File: config.mk
export PLATFORM = sky130hd
export DESIGN_NAME = isdma_top
export DESIGN_NICKNAME = d
export VERILOG_FILES = /design/src/isdma_top.v
export VERILOG_INCLUDE_DIRS = /design/src /design/src/src
export SDC_FILE = /design/constraint.sdc
export NUM_CORES = 1
export LEC_CHECK = 0
export BUFFER_PORTS_ARGS = -buffer_cell sky130_fd_sc_hd__buf_2
export CAP_MARGIN = 10
export CORE_MARGIN = 8
export CORE_UTILIZATION = 55
export CTS_CLUSTER_SIZE = 40
export DETAILED_ROUTE_END_ITERATION = 10
export GPL_TIMING_DRIVEN = 0
export PLACE_DENSITY = 0.79
export SLEW_MARGIN = 20
export SYNTH_ARGS = -nofsm -noshare
export SYNTH_HDL_FRONTEND = slang
export SYNTH_SLANG_ARGS = --single-unit
export TNS_END_PERCENT = 5
File: constraint.sdc
create_clock -name ref_clk_in -period 16.93 [get_ports ref_clk_in]
set_clock_uncertainty 0.05 [all_clocks]
set_input_delay 0.8465 -clock ref_clk_in [delete_from_list [all_inputs] [get_ports ref_clk_in]]
set_output_delay 0.8465 -clock ref_clk_in [all_outputs]
set_load 0.03 [all_outputs]
File: src/isdma_regs.vh
// Register offsets, field positions and timing counts of the byte DMA engine
`ifndef ISDMA_REGS_VH
`define ISDMA_REGS_VH
`define ISDMA_OFS_STATUS_CONTROL 8'h50
`define ISDMA_OFS_OUT_NEXT 8'h70
`define ISDMA_OFS_OUT_CUR 8'h74
`define ISDMA_OFS_IN_NEXT 8'h78
`define ISDMA_OFS_IN_CUR 8'h7c
`define ISDMA_BIT_IRQ_ENABLE 31
`define ISDMA_BIT_KB_EVENT 30
`define ISDMA_BIT_LOOPBACK 17
`define ISDMA_BIT_BLOCK_RESET 16
`define ISDMA_BIT_OUT_REQ 9
`define ISDMA_BIT_OUT_ACT 8
`define ISDMA_BIT_IN_REQ 1
`define ISDMA_BIT_IN_ACT 0
`define ISDMA_PAGE_BITS 12
`define ISDMA_KB_BITS 10
`define ISDMA_RST_CTRL 32'h00010000
`define ISDMA_FRAME_NS 125000
`define ISDMA_CLK_NS 10
`define ISDMA_FRAME_CYCLES (`ISDMA_FRAME_NS / `ISDMA_CLK_NS)
`endif

File: src/isdma_top.v
// Two-channel telephony byte DMA engine with register port and memory master
`timescale 1ns/10ps
`include "isdma_regs.vh"
// What this block does
// - After start, one output byte fetch happens before any link byte.
// - Far end sends a byte first; each received byte gets one answer byte.
// - A broken send/answer order is not recovered except by block reset.
// - No byte FIFO; each memory transfer finishes within one 125 us frame.
// - Each direction walks 4 KB pages starting at a software page base.
// - Interrupt after every 1 KB of input page space filled.
// - Reading status/control removes a pending interrupt.
// - Interrupt when a new page address is needed.
// - Enable bit 31 gates interrupts, resets to 0, each status/control write loads it.
// - Writing both next page registers clears a pending interrupt.
// - Kilobyte flag bit 30 sets per 1 KB, clears on status read.
// - Next page writes force the low 12 bits to zero.
// - Current address holds next location; writable for test, read whole.
// - Loopback bit 17 routes fetched bytes into the input channel.
// - Reset bit 16 resets sequencer and status flags; address registers keep their values.
// - Output request bit 9 sets on page need, clears on write, resets 1.
// - Input request bit 1 sets on page need, clears on write, resets 1.
// - Output active bit 8 marks an output transfer, read only, resets 0.
// - Input active bit 0 marks an input transfer, read only, resets 0.
module isdma_top #(
    parameter PAGE_BITS = `ISDMA_PAGE_BITS,
    parameter KB_BITS = `ISDMA_KB_BITS
) (
    input wire ref_clk_in,
    input wire rstn_in,
    input wire [7:0] reg_addr_in,
    input wire [31:0] reg_wdata_in,
    input wire reg_wr_in,
    input wire reg_rd_in,
    output reg [31:0] reg_rdata_out,
    output reg mem_rd_out,
    output reg mem_wr_out,
    output reg [31:0] mem_addr_out,
    output reg [7:0] mem_wdata_out,
    input wire [7:0] mem_rdata_in,
    input wire mem_done_in,
    input wire link_rx_valid_in,
    input wire [7:0] link_rx_data_in,
    output reg link_tx_valid_out,
    output reg [7:0] link_tx_data_out,
    output reg irq_out
);

localparam ST_IDLE = 3'h0;
localparam ST_PRIME = 3'h1;
localparam ST_WAIT_RX = 3'h2;
localparam ST_IN_WR = 3'h3;
localparam ST_OUT_RD = 3'h4;
localparam ST_HUNG = 3'h5;

reg rst_s1_ff;
reg rst_s2_ff;
reg rx_s1_ff;
reg rx_s2_ff;
reg rx_s3_ff;
reg [31:0] out_next_page_address_ff;
reg [31:0] out_current_address_ff;
reg [31:0] in_next_page_address_ff;
reg [31:0] in_current_address_ff;
reg irq_enable_ff;
reg kilobyte_event_flag_ff;
reg loopback_ff;
reg block_reset_ff;
reg out_page_request_ff;
reg in_page_request_ff;
reg output_transfer_active_ff;
reg input_transfer_active_ff;
reg out_written_ff;
reg in_written_ff;
reg irq_pending_ff;
reg [2:0] state_ff;
reg [7:0] hold_ff;
reg rx_hold_ff;

wire rst_n = rst_s2_ff;
wire eng_rst = block_reset_ff;
wire rx_rise = rx_s2_ff & rx_s3_ff & ~rx_hold_ff;
wire wr_sc = reg_wr_in && (reg_addr_in == `ISDMA_OFS_STATUS_CONTROL);
wire rd_sc = reg_rd_in && (reg_addr_in == `ISDMA_OFS_STATUS_CONTROL);
wire wr_on = reg_wr_in && (reg_addr_in == `ISDMA_OFS_OUT_NEXT);
wire wr_oc = reg_wr_in && (reg_addr_in == `ISDMA_OFS_OUT_CUR);
wire wr_in = reg_wr_in && (reg_addr_in == `ISDMA_OFS_IN_NEXT);
wire wr_ic = reg_wr_in && (reg_addr_in == `ISDMA_OFS_IN_CUR);
wire out_step = (state_ff == ST_PRIME || state_ff == ST_OUT_RD) && mem_done_in;
wire in_step = (state_ff == ST_IN_WR) && mem_done_in;
wire out_wrap = out_step && (&out_current_address_ff[PAGE_BITS-1:0]);
wire in_wrap = in_step && (&in_current_address_ff[PAGE_BITS-1:0]);
wire in_kb = in_step && (&in_current_address_ff[KB_BITS-1:0]);
wire started = out_written_ff && in_written_ff && irq_enable_ff && !eng_rst;
wire [31:0] sc_value = {irq_enable_ff, kilobyte_event_flag_ff, 12'h000, loopback_ff,
    block_reset_ff, 6'h00, out_page_request_ff, output_transfer_active_ff, 6'h00,
    in_page_request_ff, input_transfer_active_ff};

// Page-aligned copy of a written address
function [31:0] page_align;
    input [31:0] val;
    begin
        page_align = {val[31:PAGE_BITS], {PAGE_BITS{1'b0}}};
    end
endfunction

// Next address within page, or next page base at the wrap
function [31:0] advance;
    input [31:0] cur;
    input [31:0] nxt;
    input wrap;
    begin
        if (wrap) begin
            advance = nxt;
        end else begin
            advance = cur + 32'h00000001;
        end
    end
endfunction

// Reset release
always @(posedge ref_clk_in or negedge rstn_in) begin
    if (!rstn_in) begin
        rst_s1_ff <= 1'b0;
        rst_s2_ff <= 1'b0;
    end else begin
        rst_s1_ff <= 1'b1;
        rst_s2_ff <= rst_s1_ff;
    end
end

// Link valid synchroniser, rise counted once stages agree
always @(posedge ref_clk_in or negedge rst_n) begin
    if (!rst_n) begin
        rx_s1_ff <= 1'b0;
        rx_s2_ff <= 1'b0;
        rx_s3_ff <= 1'b0;
        rx_hold_ff <= 1'b0;
    end else begin
        rx_s1_ff <= link_rx_valid_in;
        rx_s2_ff <= rx_s1_ff;
        rx_s3_ff <= rx_s2_ff;
        if (rx_s2_ff == rx_s3_ff) begin
            rx_hold_ff <= rx_s3_ff;
        end
    end
end

// Registers and status
always @(posedge ref_clk_in or negedge rst_n) begin
    if (!rst_n) begin
        irq_enable_ff <= 1'b0;
        loopback_ff <= 1'b0;
        block_reset_ff <= 1'b1;
        kilobyte_event_flag_ff <= 1'b0;
        out_page_request_ff <= 1'b1;
        in_page_request_ff <= 1'b1;
        out_next_page_address_ff <= 32'h00000000;
        in_next_page_address_ff <= 32'h00000000;
        out_current_address_ff <= 32'h00000000;
        in_current_address_ff <= 32'h00000000;
        out_written_ff <= 1'b0;
        in_written_ff <= 1'b0;
        irq_pending_ff <= 1'b0;
        reg_rdata_out <= 32'h00000000;
        irq_out <= 1'b0;
    end else begin
        reg_rdata_out <= 32'h00000000;
        if (reg_rd_in) begin
            if (reg_addr_in == `ISDMA_OFS_STATUS_CONTROL) begin
                reg_rdata_out <= sc_value;
            end else if (reg_addr_in == `ISDMA_OFS_OUT_NEXT) begin
                reg_rdata_out <= out_next_page_address_ff;
            end else if (reg_addr_in == `ISDMA_OFS_OUT_CUR) begin
                reg_rdata_out <= out_current_address_ff;
            end else if (reg_addr_in == `ISDMA_OFS_IN_NEXT) begin
                reg_rdata_out <= in_next_page_address_ff;
            end else if (reg_addr_in == `ISDMA_OFS_IN_CUR) begin
                reg_rdata_out <= in_current_address_ff;
            end
        end
        if (wr_sc) begin
            irq_enable_ff <= reg_wdata_in[`ISDMA_BIT_IRQ_ENABLE];
            loopback_ff <= reg_wdata_in[`ISDMA_BIT_LOOPBACK];
            block_reset_ff <= reg_wdata_in[`ISDMA_BIT_BLOCK_RESET];
        end
        if (eng_rst) begin
            // Engine logic held in reset
            kilobyte_event_flag_ff <= 1'b0;
            out_page_request_ff <= 1'b1;
            in_page_request_ff <= 1'b1;
            out_written_ff <= 1'b0;
            in_written_ff <= 1'b0;
            irq_pending_ff <= 1'b0;
        end else begin
            if (in_kb) begin
                kilobyte_event_flag_ff <= 1'b1;
            end else if (rd_sc) begin
                kilobyte_event_flag_ff <= 1'b0;
            end
            if (out_wrap) begin
                out_page_request_ff <= 1'b1;
            end else if (wr_on) begin
                out_page_request_ff <= 1'b0;
            end
            if (in_wrap) begin
                in_page_request_ff <= 1'b1;
            end else if (wr_in) begin
                in_page_request_ff <= 1'b0;
            end
            if (wr_on) begin
                out_written_ff <= 1'b1;
            end
            if (wr_in) begin
                in_written_ff <= 1'b1;
            end
            if (in_kb || in_wrap || out_wrap) begin
                irq_pending_ff <= 1'b1;
            end else if (rd_sc) begin
                irq_pending_ff <= 1'b0;
            end else if ((wr_on && in_written_ff) || (wr_in && out_written_ff)) begin
                irq_pending_ff <= 1'b0;
            end
        end
        if (wr_on) begin
            out_next_page_address_ff <= page_align(reg_wdata_in);
        end
        if (wr_in) begin
            in_next_page_address_ff <= page_align(reg_wdata_in);
        end
        if (wr_oc) begin
            out_current_address_ff <= reg_wdata_in;
        end else if (state_ff == ST_IDLE && wr_on) begin
            out_current_address_ff <= page_align(reg_wdata_in);
        end else if (out_step) begin
            out_current_address_ff <= advance(out_current_address_ff,
                out_next_page_address_ff, out_wrap);
        end
        if (wr_ic) begin
            in_current_address_ff <= reg_wdata_in;
        end else if (state_ff == ST_IDLE && wr_in) begin
            in_current_address_ff <= page_align(reg_wdata_in);
        end else if (in_step) begin
            in_current_address_ff <= advance(in_current_address_ff,
                in_next_page_address_ff, in_wrap);
        end
        irq_out <= irq_enable_ff && !eng_rst && (irq_pending_ff || kilobyte_event_flag_ff ||
            out_page_request_ff || in_page_request_ff);
    end
end

// Transfer sequencer
always @(posedge ref_clk_in or negedge rst_n) begin
    if (!rst_n) begin
        state_ff <= ST_IDLE;
        hold_ff <= 8'h00;
        mem_rd_out <= 1'b0;
        mem_wr_out <= 1'b0;
        mem_addr_out <= 32'h00000000;
        mem_wdata_out <= 8'h00;
        link_tx_valid_out <= 1'b0;
        link_tx_data_out <= 8'h00;
        output_transfer_active_ff <= 1'b0;
        input_transfer_active_ff <= 1'b0;
    end else if (eng_rst) begin
        state_ff <= ST_IDLE;
        mem_rd_out <= 1'b0;
        mem_wr_out <= 1'b0;
        link_tx_valid_out <= 1'b0;
        output_transfer_active_ff <= 1'b0;
        input_transfer_active_ff <= 1'b0;
    end else begin
        link_tx_valid_out <= 1'b0;
        case (state_ff)
            ST_IDLE: begin
                if (started) begin
                    state_ff <= ST_PRIME;
                    mem_rd_out <= 1'b1;
                    mem_addr_out <= out_current_address_ff;
                    output_transfer_active_ff <= 1'b1;
                end
            end
            ST_PRIME: begin
                if (mem_done_in) begin
                    mem_rd_out <= 1'b0;
                    hold_ff <= mem_rdata_in;
                    output_transfer_active_ff <= 1'b0;
                    state_ff <= ST_WAIT_RX;
                end else if (rx_rise) begin
                    state_ff <= ST_HUNG;
                end
            end
            ST_WAIT_RX: begin
                if (rx_rise || loopback_ff) begin
                    link_tx_valid_out <= !loopback_ff;
                    link_tx_data_out <= hold_ff;
                    mem_wr_out <= 1'b1;
                    mem_addr_out <= in_current_address_ff;
                    mem_wdata_out <= loopback_ff ? hold_ff : link_rx_data_in;
                    input_transfer_active_ff <= 1'b1;
                    state_ff <= ST_IN_WR;
                end
            end
            ST_IN_WR: begin
                if (rx_rise && !loopback_ff) begin
                    state_ff <= ST_HUNG;
                end else if (mem_done_in) begin
                    mem_wr_out <= 1'b0;
                    input_transfer_active_ff <= 1'b0;
                    mem_rd_out <= 1'b1;
                    mem_addr_out <= out_current_address_ff;
                    output_transfer_active_ff <= 1'b1;
                    state_ff <= ST_OUT_RD;
                end
            end
            ST_OUT_RD: begin
                if (rx_rise && !loopback_ff) begin
                    state_ff <= ST_HUNG;
                end else if (mem_done_in) begin
                    mem_rd_out <= 1'b0;
                    hold_ff <= mem_rdata_in;
                    output_transfer_active_ff <= 1'b0;
                    state_ff <= ST_WAIT_RX;
                end
            end
            ST_HUNG: begin
                mem_rd_out <= 1'b0;
                mem_wr_out <= 1'b0;
            end
            default: begin
                mem_rd_out <= 1'b0;
                mem_wr_out <= 1'b0;
                state_ff <= ST_HUNG;
            end
        endcase
    end
end

endmodule

## After elaboration in Yosys (flattened, before gate mapping)

Index checks and enable logic that the tools add are counted.

- Divide/modulo/power cells: 0
- $add $sub $neg: 2
- Mux-type cells: 71
- Eq/ne operators: 27
- Order comparisons: 0
- Multiply operators: 0
- Bitwise logic cells: 4
- Shift operators: 0
- Reductions and logical operators: 56

Operators by type and width:

| cell | number |
|---|---|
| 32-bit 2-to-1 mux | 18 |
| 32-bit one-hot mux with 3 select lines | 1 |
| 32-bit by 1-bit adder with 32-bit output (second input constant) | 2 |
| 8-bit by 7-bit equality test with 1-bit output (second input constant) | 5 |
| 1-bit 2-to-1 mux | 34 |
| 3-bit 2-to-1 mux | 9 |
| 8-bit 2-to-1 mux | 3 |
| 12-bit AND reduction | 2 |
| 1-bit logical AND | 21 |
| 3-bit nonzero test | 7 |
| 3-bit one-hot mux with 6 select lines | 1 |
| 8-bit one-hot mux with 2 select lines | 1 |
| 3-bit != test (second input constant) | 5 |
| 2-bit != test (second input constant) | 7 |
| 6-bit AND reduction | 2 |
| 10-bit AND reduction | 1 |
| 5-bit AND reduction | 2 |
| 1-bit logical OR | 8 |
| 4-bit by 3-bit != test with 1-bit output (second input constant) | 2 |
| 4-bit AND reduction | 2 |
| 3-bit by 2-bit equality test with 1-bit output (second input constant) | 2 |
| 3-bit equality test (second input constant) | 2 |
| 3-bit AND reduction | 2 |
| 2-bit nonzero test | 3 |
| other kinds (15) | 18 |

- Word-level logic and storage cells: 191
- Bits of input ports: 62
- Register bits: 216
- Latch bits: 0
- Memories kept: 0
- Memory bits (read-only): 0
- Memory bits (writable): 0
- Output and inout port bits: 84

## Longest topological paths before layout

Gate-level depths: netlist (run 1).

- Word-level depth: 8
- Gate-level depth with buffers: 9
- Gate-level depth less buffers: 6

## Least setup slack after synthesis (run 1)

Ideal clock, no wire load.

- Path type: input-to-reg
- Start point: in reg_addr_in[7]
- End point: reg in_current_address_ff[5]
- Slack: 14344 ps
- Buffers on the path: 1
- Data arrival time: 2415 ps
- Setup time: 121 ps
- Cell stages on the path: 6
- Data required time: 16759 ps
- Path through: or4b_1 or2_2 clkbuf_1 nor2_1 o31ai_1 a22o_1

- Longest elaborated chain between the ends: 5
- Elaborated cells between the ends (all ways): 8
- Classes of those cells: eq/ne: 2; mux: 2; reduce/logical: 4

Ends and longest elaborated chain:

| element | RTL line | RTL |
|---|---|---|
| from (decl) | isdma_top.v:30 | `input wire [7:0] reg_addr_in,` |
| 8-bit by 7-bit equality test with 1-bit output (no source line) | - |  |
| 1-bit logical AND | isdma_top.v:86 | `` wire wr_in = reg_wr_in && (reg_addr_in == `ISDMA_OFS_IN_NEXT); `` |
| 1-bit logical AND | isdma_top.v:240 | `end else if (state_ff == ST_IDLE && wr_in) begin` |
| 32-bit 2-to-1 mux | isdma_top.v:240 |  |
| 32-bit 2-to-1 mux | isdma_top.v:238 | `if (wr_ic) begin` |
| to (signal assigned) | isdma_top.v:239 | `in_current_address_ff <= reg_wdata_in;` |
| to (signal assigned) | isdma_top.v:241 | `in_current_address_ff <= page_align(reg_wdata_in);` |
| to (signal assigned) | isdma_top.v:243 | `in_current_address_ff <= advance(in_current_address_ff,` |
| to (decl) | isdma_top.v:63 | `reg [31:0] in_current_address_ff;` |

Parallel ways exist; a longest one is shown, timed or not.
A chain may end at the register's enable or synchronous reset.

## Worst setup path after layout (run 1)

- Start point: reg out_current_address_ff[0]
- End point: reg out_current_address_ff[29]

- Longest elaborated chain between the ends: 6
- Elaborated cells between the ends (all ways): 7
- Classes of those cells: add/sub: 1; mux: 4; reduce/logical: 2

Ends and longest elaborated chain:

| element | RTL line | RTL |
|---|---|---|
| from (decl) | isdma_top.v:61 | `reg [31:0] out_current_address_ff;` |
| from (signal assigned) | isdma_top.v:231 | `out_current_address_ff <= reg_wdata_in;` |
| from (signal assigned) | isdma_top.v:233 | `out_current_address_ff <= page_align(reg_wdata_in);` |
| from (signal assigned) | isdma_top.v:235 | `out_current_address_ff <= advance(out_current_address_ff,` |
| parallel branches: the longest is 2 deep, another holds 32-bit by 1-bit adder with 32-bit output | - |  |
| 32-bit 2-to-1 mux (*) | isdma_top.v:112 | `if (wrap) begin` |
| 32-bit 2-to-1 mux (*) | isdma_top.v:234 | `end else if (out_step) begin` |
| 32-bit 2-to-1 mux (*) | isdma_top.v:232 | `end else if (state_ff == ST_IDLE && wr_on) begin` |
| 32-bit 2-to-1 mux (*) | isdma_top.v:230 | `if (wr_oc) begin` |

Every way passes the cells marked *. The select of a mux whose other input is x is not followed.

==> metrics.yaml, run 1 <==
outcome: "finished, final reports clean"
cts_tree: "yes"
grt_use_total_pct: 26.9
rsz0062_at_grt: "false"
critPathKind: "reg2reg"
final_cell_area_sq_mm: 0.0133
ir_drop_v: 0.0000931
initial_core_util_pct: 55.9
ant_nets: 0
hold_buffers: 0
io_buffers: 143
drtPass1Iterations: 8
post_drt_wl_per_cell_um: 22.9
stdcell_count: 1533
cts_resized: 0
num_io_pins: 146
placed_cell_area_sq_mm: 0.0125
netlist_top_cells_area: "dfrtp_1, mux2_2, mux4_2, nand2_1, nor2_1"
die_w_um: 159
yosysWarnings: 0
dpl.cell_count: 1490
synth_ff_type: "dfrtp_1"
synth-edff-count: 0
fin_util_pct: 65.6
fin_nets: 1310
synthMuxAreaShare_pct: 18.0
cellLeakagePower_uw: 0.00597
syn_area_sq_mm: 0.0113
cts_sinks: 216
synth_top_area_cell: "dfrtp_1"
finalMaxSlewViolations: 0
async_flop_share_pct: 100
drt_iter0_markers: 1111
hold_class: "in2async"
finalCritPeriodShare_pct: 19.5
core_sq_mm: 0.0202
place.gp.congestion: 0.933
syn_nets: 1138
rows: 52
end_kind: "flip-flop"
ys_types: 85
start_kind: "flip-flop"
clock_path_buffers: 3
yosys.area_share.simple_pct: 15.1
h-tree-depth: 1
hpwl_um: 25400
cts.clk_slew.worst_paths_ns: 0.07
holdWs_ns: 0.0537
yosysMostFrequentCell: "dfrtp_1"
post_cts.repair.setup_buffers: 0
clock_latency_ns: 0.51
tns_ns: 0
synth_cells: 1073
synth-compound-area-share_pct: 15.1
setup_violations: 0
p_per_area_mw_per_mm2: 130
cap_viol_max_count: 0
relSlewSlack_pct: 26.0
synth_xor_area_share_pct: 0.232
hold_violations: 0
worstMarginPinSlew_ns: 1.11
antenna_found_initial: 2
grt_pass1_vias: 9916
drive_above_1_share_pct: 29.6
ys_ff_latch: 216
vias: 9891
post_drt_via_cell_ratio: 6.45
die_y_um: 159
wl_um: 35100
arrival_ns: 3.68
period_needed_ns: 3.31
yosysSeqAreaShare_pct: 47.8
path_max_fanout: 10
numCtsBuffers: 23
max_clock_freq_mhz: 302
yosysTopAreaCellShare_pct: 47.1
die-area_sq_mm: 0.0254
grt_max_degree: 53
grt_first_pass_wirelength_um: 55100
avgSynthCellArea_sq_um: 10.5
ys_top_cells_by_count: "dfrtp_1, mux2_2, nand2_1"
synthAdderAreaFrac_pct: 0.332
grt_overflow: 0
fillers: 1638
drc_errors: 0
clock-root-buffer: "clkbuf_16"
cp.required_ns: 17.31
area_growth_pct: 17.3
synth_top_family_by_area: "multiplexers"
## worst max-delay path, stage by stage (launching register included)
cell and delay, ns:
dfrtp_1 0.46, ha_1 0.27, and4_1 0.20, clkbuf_1 0.20
nand4_1 0.51, nor2_1 1.04, nor2_1 0.25, a22oi_1 0.23
## layout by cell type, fill, tap and decap left out, drive strengths merged, types with 4 or more instances in the layout
cell type  Yosys  routed
nand3         22      22
a32oi         10      10
o21ai         54      54
a31oi         21      21
and2           4       4
nor2b          6       6
dfrtp        213     213
a221oi         5       5
nor4          15      15
nor3          25      25
nand2        111     111
mux4          19      19
nor2          81      81
or2            6       6
or4            4       4
nand2b         4       4
o221ai         7       7
mux2i         20      20
o22ai         11      11
or3            7       7
nand4         19      19
a22oi         26      26
a211oi         6       6
and4           5       5
clkinv         0       5
and3          22      22
buf           17     164
mux2         125     125
clkbuf        57      88
o31ai         12      12
o41ai          5       5
inv           20      21
a22o          10      10
a21oi         49      49
## routing by layer
| metal | vias to the layer above | track usage (%) | part of all wire (%) |
|---|---|---|---|
| met2 | 534 | 43.6 | 47 |
| met4 | 0 | 11.4 | 4.6 |
| li1 | 4370 | - | - |
| met1 | 4865 | 34.9 | 40 |
| met3 | 122 | 5.12 | 8.9 |
| met5 | - | 0 | 0 |
## through the flow
stage	total power (uW)	setup WS (ns)
4_1_cts	1730	13.70
5_1_grt	1810	13.53
2_1_floorplan	1040	10.42
3_3_place_gp	1180	8.02
3_5_place_dp	1200	13.40
6_report	1730	13.62
## cell type report
type                            instances  area, sq um  area share (%)
Multi-Input combinational cell        763         5530            41.7
Buffer                                 74          308            2.32
Antenna cell                            2         5.00          0.0377
Timing Repair Buffer                  147          818            6.17
Tap cell                              270          338            2.55
Clock inverter                         10          131           0.990
Clock buffer                           31          656            4.94
Inverter                               20         75.1           0.566
Sequential cell                       216         5410            40.8
## report_power, final
part	internal [uW]	switching (uW)	total (uW)
Clock	317	209	527
Sequential	610	85.6	695
Combinational	196	314	510
## flip-flops by register name (all words and copies together), names as in the netlist, 3 cells and up
name,cells
hold_ff,8
in_current_address_ff,32
in_next_page_address_ff,20
link_tx_data_out,8
mem_addr_out,32
mem_wdata_out,8
out_current_address_ff,32
out_next_page_address_ff,20
reg_rdata_out,32
state_ff,3
## final timing paths
path	startpoint	end	slack, ns	depth (start not counted)
worst min-delay path	rstn_in	rst_n$_DFF_PN0_	0.05	1
max in group asynchronous	rst_n$_DFF_PN0_	block_reset_ff$_DFFE_PN1P_	15.10	4
worst max register to register	out_current_address_ff[0]$_DFFE_PN0P_	out_current_address_ff[29]$_DFFE_PN0P_	13.62	7
worst min register to register	rst_n$_DFF_PN0_	mem_addr_out[28]$_DFFE_PN0P_	0.23	0
worst max-delay path	out_current_address_ff[0]$_DFFE_PN0P_	out_current_address_ff[29]$_DFFE_PN0P_	13.62	7
min in group ref_clk_in	rst_s1_ff$_DFF_PN0_	rst_n$_DFF_PN0_	0.31	0
## cells by family (layout without fill, tap and decap cells)
kind of cell | after synthesis | after routing
AOI/OAI and AO/OA | 251 | 251
xor gates and xnor gates | 3 | 3
adders and majority gates | 3 | 3
buffers and inverters | 94 | 282
DFF | 216 | 216
muxes | 164 | 164
other | 1 | 3
and+or+nand+nor | 341 | 341
No activity file was read; power rests on OpenSTA's default activity.
==> run 2, diff against run 1 <==
CORE_UTILIZATION = 53   (was 55)
PLACE_DENSITY = 0.8   (was 0.79)
clock period = 2.8 ns   (was 16.93 ns; I/O delays follow)
==> run 2 against run 1 <==
Effect of this change: the run now ends with setup timing left; worst hold slack lost 0.027 ns; core utilization grew 0.73 points; clock-buffer cell count grew 7; first-iteration DRC count grew 7.5%; largest cell class unchanged; largest power group unchanged; highest routed layer unchanged.
==> metrics.yaml, run 2 (synthesized netlist as in run 1, its figures left out) <==
worst_slack_ns: -0.0202
numCtsBuffers: 24
initial_core_util_pct: 53.8
vias: 10300
clock_path_buffers: 3
arrival_ns: 3.22
critPathKind: "reg2reg"
r2r-start: "state_ff[0]$_DFFE_PN0P_"
grt_max_degree: 57
grt_overflow: 0
setup_violations: 1
hp-start: "reg_wr_in"
violations: "setup timing"
max_clock_freq_mhz: 355
end_kind: "flip-flop"
core_sq_mm: 0.0210
r2r-end: "out_current_address_ff[0]$_DFFE_PN0P_"
io_buffers: 143
finalCritPeriodShare_pct: 101
clock_latency_ns: 0.53
hpwl_um: 25500
cts.clk_slew.worst_paths_ns: 0.06
final_cell_mix: "dfrtp_1, buf_2, mux2_2"
reg2regPathDepth: 8
worstMarginPinSlew_ns: 1.06
fin_util_pct: 66.3
drtPass1Iterations: 9
antenna_found_initial: 2
drive_above_1_share_pct: 29.5
period_needed_ns: 2.82
place.gp.congestion: 0.945
cellLeakagePower_uw: 0.00625
path_max_fanout: 10
ant_nets: 0
die-area_sq_mm: 0.0263
final_common_cell: "dfrtp_1"
cts_sinks: 216
rows: 53
clock-root-buffer: "clkbuf_16"
hold_path_end: "irq_enable_ff$_DFFE_PN0P_"
area_growth_pct: 23.2
grt_pass1_vias: 10700
hold_class: "in2reg"
relSlewSlack_pct: 29.0
dpl.cell_count: 1495
start_kind: "flip-flop"
ir_drop_v: 0.000431
cap_viol_max_count: 0
stdcell_count: 1596
hold_violations: 0
reg2reg_slack_ns: -0.02
finalMaxSlewViolations: 0
rsz0062_at_grt: "true"
drc_errors: 0
outcome: "finished with violations"
cp.required_ns: 3.20
place_ws_ns: -0.380
post_drt_via_cell_ratio: 6.48
wl_um: 37000
grt_use_total_pct: 28.2
drt_iter0_markers: 1194
h-tree-depth: 1
grt_first_pass_wirelength_um: 58900
fin_nets: 1367
post_drt_wl_per_cell_um: 23.2
cts_tree: "yes"
holdPathStages: 3
p_per_area_mw_per_mm2: 772
die_y_um: 162
die_w_um: 162
num_io_pins: 146
run 2: where the power goes:
group	internal, uW	leakage (uW)	switching (uW)
clock	2020	0.000412	1290
combinational	1250	0.00300	1980
sequential	3690	0.00284	531
run 2: area by class of cell:
class                           instances  area, sq um
Antenna cell                            2         5.00
Timing Repair Buffer                  203         1370
Clock inverter                          5         75.1
Fill cell                            1543         7080
Tap cell                              275          344
Sequential cell                       216         5410
Clock buffer                           38          754
Inverter                               20         75.1
Multi-Input combinational cell        763         5590
Buffer                                 74          315
run 2: worst max path at each step:
stage                                             to  slack (ns)                            startpoint
2_1_floorplan           mem_addr_out[10]$_DFFE_PN0P_        0.51                    rx_s2_ff$_DFF_PN0_
3_3_place_gp            mem_addr_out[22]$_DFFE_PN0P_       -0.36                    rx_s2_ff$_DFF_PN0_
3_5_place_dp            mem_addr_out[22]$_DFFE_PN0P_       -0.38                    rx_s2_ff$_DFF_PN0_
4_1_cts         in_current_address_ff[2]$_DFFE_PN0P_        0.02  in_current_address_ff[0]$_DFFE_PN0P_
5_1_grt        out_current_address_ff[0]$_DFFE_PN0P_       -0.14               state_ff[0]$_DFFE_PN0P_
6_report       out_current_address_ff[0]$_DFFE_PN0P_       -0.02               state_ff[0]$_DFFE_PN0P_
run 2: worst max-delay path, stage by stage, from the launching register on:
cell and delay (ns):
dfrtp_1 0.37, buf_2 0.19, xnor2_1 0.44, or2_2 0.21, clkbuf_1 0.34, clkbuf_1 0.48
o21ai_0 0.32, o311ai_0 0.19, o21a_1 0.17
run 2: metrics by stage:
stage          hold slack (ns)  instance area [sq um]  power, uW  setup TNS, ns
6_report                0.0263                  13900      10800        -0.0202
5_1_grt                 0.0447                  13900      11200         -0.942
4_1_cts                 0.0111                  13900      10700              0
3_5_place_dp            -0.123                  12500       7280         -12.57
3_3_place_gp            -0.125                  12400       7150         -53.54
2_1_floorplan           -0.206                  11300       6300              0
run 2: timing repair:
item | in CTS | in global routing
hold buffers | 54 | 0
pin swaps | 1 | 0
hold endpoints to repair | 127 | 0
setup buffers | 2 | 0
setup endpoints to repair | 47 | 51
gates resized for setup | 6 | 16
run 2: layer usage:
metal  up-vias  wire, um  part of all wire [%]  global-route usage [%]
met5         -         0                     0                       0
met4         0      1600                   4.3                    12.2
met3       157      4120                    11                    7.92
met2       653     17500                    47                    45.3
met1      5052     13800                    37                    35.1
li1       4477         -                     -                       -
==> run 3, diff against run 2 <==
ABC_AREA = 1   (was default)
==> run 3 against run 2 <==
Effect of this change: the flow now finishes without violations; maximum frequency grew 10%; routed wire length grew 29%; sequential share of layout area shrank 2.0 points; die area grew 7.5%; non-clock buffer count shrank 19; synthesized area grew 8.4%; clock-buffer cell count shrank 2; via count grew 28%; worst setup slack gained 0.26 ns; highest routed layer unchanged.
==> metrics.yaml, run 3 <==
grt_max_degree: 56
ys_top_cells_by_count: "nand2_1, nor2_1, dfrtp_1"
setup_violations: 0
yosysSeqAreaShare_pct: 44.1
num_io_pins: 146
synthMuxAreaShare_pct: 0
hpwl_um: 36700
path_max_fanout: 10
drt_iter0_markers: 1687
io_buffers: 144
synth_top_family_by_area: "simple AND/OR/NAND/NOR gates"
clock-root-buffer: "clkbuf_16"
grt_first_pass_wirelength_um: 72900
core_sq_mm: 0.0227
rsz0062_at_grt: "false"
met2_length_um: 21600
cellLeakagePower_uw: 0.00748
cts.clk_slew.worst_paths_ns: 0.06
routed-wl-met3_um: 4200
place.gp.congestion: 0.995
total_power_uw: 13700
finalMaxSlewViolations: 0
grt_use_total_pct: 33.3
synth-compound-area-share_pct: 13.9
drc_errors: 0
diodes: 0
final_cell_mix: "nand2_1, nor2_1, dfrtp_1"
relSlewSlack_pct: 45.2
cts_sinks: 216
seq_power_share_pct: 35.6
final_common_cell: "nand2_1"
comb_power_share_pct: 41.4
crit_chain: "ha_1, nand2_1, nor2_2, nand3_1, nor2_1, nand2_1, buf_2, nand3_1, nand3_1, nand3_1"
ir_drop_v: 0.000819
end_kind: "flip-flop"
die-area_sq_mm: 0.0283
cp_common_cell: "nand3_1"
cp_slowest_cell: "nor2_1"
ys_ff_latch: 216
yosysWarnings: 0
ant_nets: 0
async_flop_share_pct: 100
hold_class: "in2reg"
fin_nets: 2050
antenna_found_initial: 0
drtPass1Iterations: 6
pwr-share-clk_pct: 23.0
start_kind: "flip-flop"
intPower_uw: 7550
period_needed_ns: 2.56
wl_um: 47900
fillers: 2086
vias: 13200
h-tree-depth: 1
area_growth_pct: 19.8
synth_cells: 1764
yosys.area_share.simple_pct: 32.1
worst_slack_ns: 0.236
syn_nets: 1829
highest_layer: "met4"
sw_frac_of_total_pct: 44.9
holdWs_ns: 0.0200
grt_pass1_vias: 12400
syn_area_sq_mm: 0.0123
synth_xor_area_share_pct: 0.786
finalCritPeriodShare_pct: 91.6
grt_overflow: 0
clock_latency_ns: 0.54
post_drt_via_cell_ratio: 5.79
yosysTopAreaCellShare_pct: 43.5
worstMarginPinSlew_ns: 0.822
cp.required_ns: 3.21
post_drt_wl_per_cell_um: 20.9
numCtsBuffers: 24
synth_top_area_cell: "dfrtp_1"
yosysMostFrequentCell: "nand2_1"
die_w_um: 168
fin_util_pct: 64.7
max_clock_freq_mhz: 390
arrival_ns: 2.97
synth_ff_type: "dfrtp_1"
p_per_area_mw_per_mm2: 933
clock_path_buffers: 3
tns_ns: 0
die_y_um: 168
slowest_delay_ns: 0.46
synthAdderAreaFrac_pct: 0.306
initial_core_util_pct: 54.0
netlist_top_cells_area: "dfrtp_1, nand2_1, nor2_1, inv_1, a21oi_1"
avgSynthCellArea_sq_um: 6.95
cap_viol_max_count: 0
cts_tree: "yes"
place_ws_ns: 0.283
rows: 55
power_switching_uw: 6150
drive_above_1_share_pct: 13.3
outcome: "finished, final reports clean"
drt-met1-wl_um: 19600
hold_violations: 0
ys_types: 40
synth-edff-count: 0
critPathKind: "reg2reg"
## run 3: cell types whose count changed after synthesis, sizes merged, moves of 26 or more
| cell | before | now |
|---|---|---|
| nand2 | 111 | 484 |
| nor2 | 81 | 276 |
| inv | 20 | 200 |
| mux2 | 125 | 0 |
| o21ai | 54 | 161 |
| nand3 | 22 | 126 |
| a21oi | 49 | 142 |
| clkbuf | 57 | 25 |
| a22oi | 26 | 0 |
## run 3: cells by family (layout without fill, tap and decap cells)
| logic type | count (synthesis) | in the layout |
|---|---|---|
| fa+ha+maj | 3 | 3 |
| compound gates | 329 | 329 |
| xor+xnor | 11 | 11 |
| other cells | 1 | 1 |
| simple gates | 938 | 938 |
| buf+inv | 266 | 504 |
| flops | 216 | 216 |
## run 3: power groups by stage
| stage | logic [uW] | registers (uW) | clock network (uW) |
|---|---|---|---|
| 2_1_floorplan | 3190 | 5340 | 0 |
| 3_3_place_gp | 5380 | 4920 | 0 |
| 3_5_place_dp | 5540 | 4880 | 0 |
| 4_1_cts | 5630 | 4840 | 3170 |
| 5_1_grt | 6250 | 4980 | 3270 |
| 6_report | 5670 | 4880 | 3150 |
## run 3: area by class of cell
cell class | instances | area [sq um] | share of cell area (%)
Inverter | 203 | 762 | 5.19
Timing Repair Buffer | 195 | 1300 | 8.86
Sequential cell | 216 | 5410 | 36.8
Tap cell | 285 | 357 | 2.43
Clock buffer | 36 | 707 | 4.81
Buffer | 63 | 318 | 2.16
Multi-Input combinational cell | 1282 | 5770 | 39.3
Clock inverter | 7 | 62.6 | 0.426
## run 3: worst paths after layout
check | startpoint | end | slack (ns) | cells after the start
max in group asynchronous | rst_n$_DFF_PN0_ | out_page_request_ff$_DFFE_PN1P_ | 1.72 | 2
hold / removal | reg_rd_in | reg_rdata_out[6]$_DFF_PN0_ | 0.02 | 3
setup reg to reg | in_current_address_ff[0]$_DFFE_PN0P_ | in_current_address_ff[13]$_DFFE_PN0P_ | 0.24 | 10
setup / recovery | in_current_address_ff[0]$_DFFE_PN0P_ | in_current_address_ff[13]$_DFFE_PN0P_ | 0.24 | 10
min in group asynchronous | rst_n$_DFF_PN0_ | out_current_address_ff[26]$_DFFE_PN0P_ | 0.11 | 0
hold reg to reg | rst_n$_DFF_PN0_ | out_current_address_ff[26]$_DFFE_PN0P_ | 0.11 | 0
## run 3: stage by stage
stage          std cells  instance area, sq um
2_1_floorplan       1764                 12300
3_3_place_gp        2193                 13300
3_5_place_dp        2197                 13500
4_1_cts             2287                 14700
5_1_grt             2287                 14700
6_report            2287                 14700
## run 3: critical path: cells and delay by family, from the launching register on
| family | cells | cell delay [ns] |
|---|---|---|
| simple gates | 8 | 1.55 |
| flops | 1 | 0.42 |
| fa+ha+maj | 1 | 0.25 |
| buf+inv | 1 | 0.24 |
## run 3: layer usage
metal | vias up | GRT usage [%]
met5 | - | 0
met4 | 0 | 15.4
met3 | 139 | 4.86
met2 | 749 | 52.7
met1 | 6247 | 44.6
li1 | 6111 | -
## run 3: repair_timing
item / 4_1_cts / 5_1_grt
endpoints found under the hold margin: 100 / 0
hold buffers: 47 / 0
buffers inserted: 0 / 0
gates resized for setup: 0 / 0
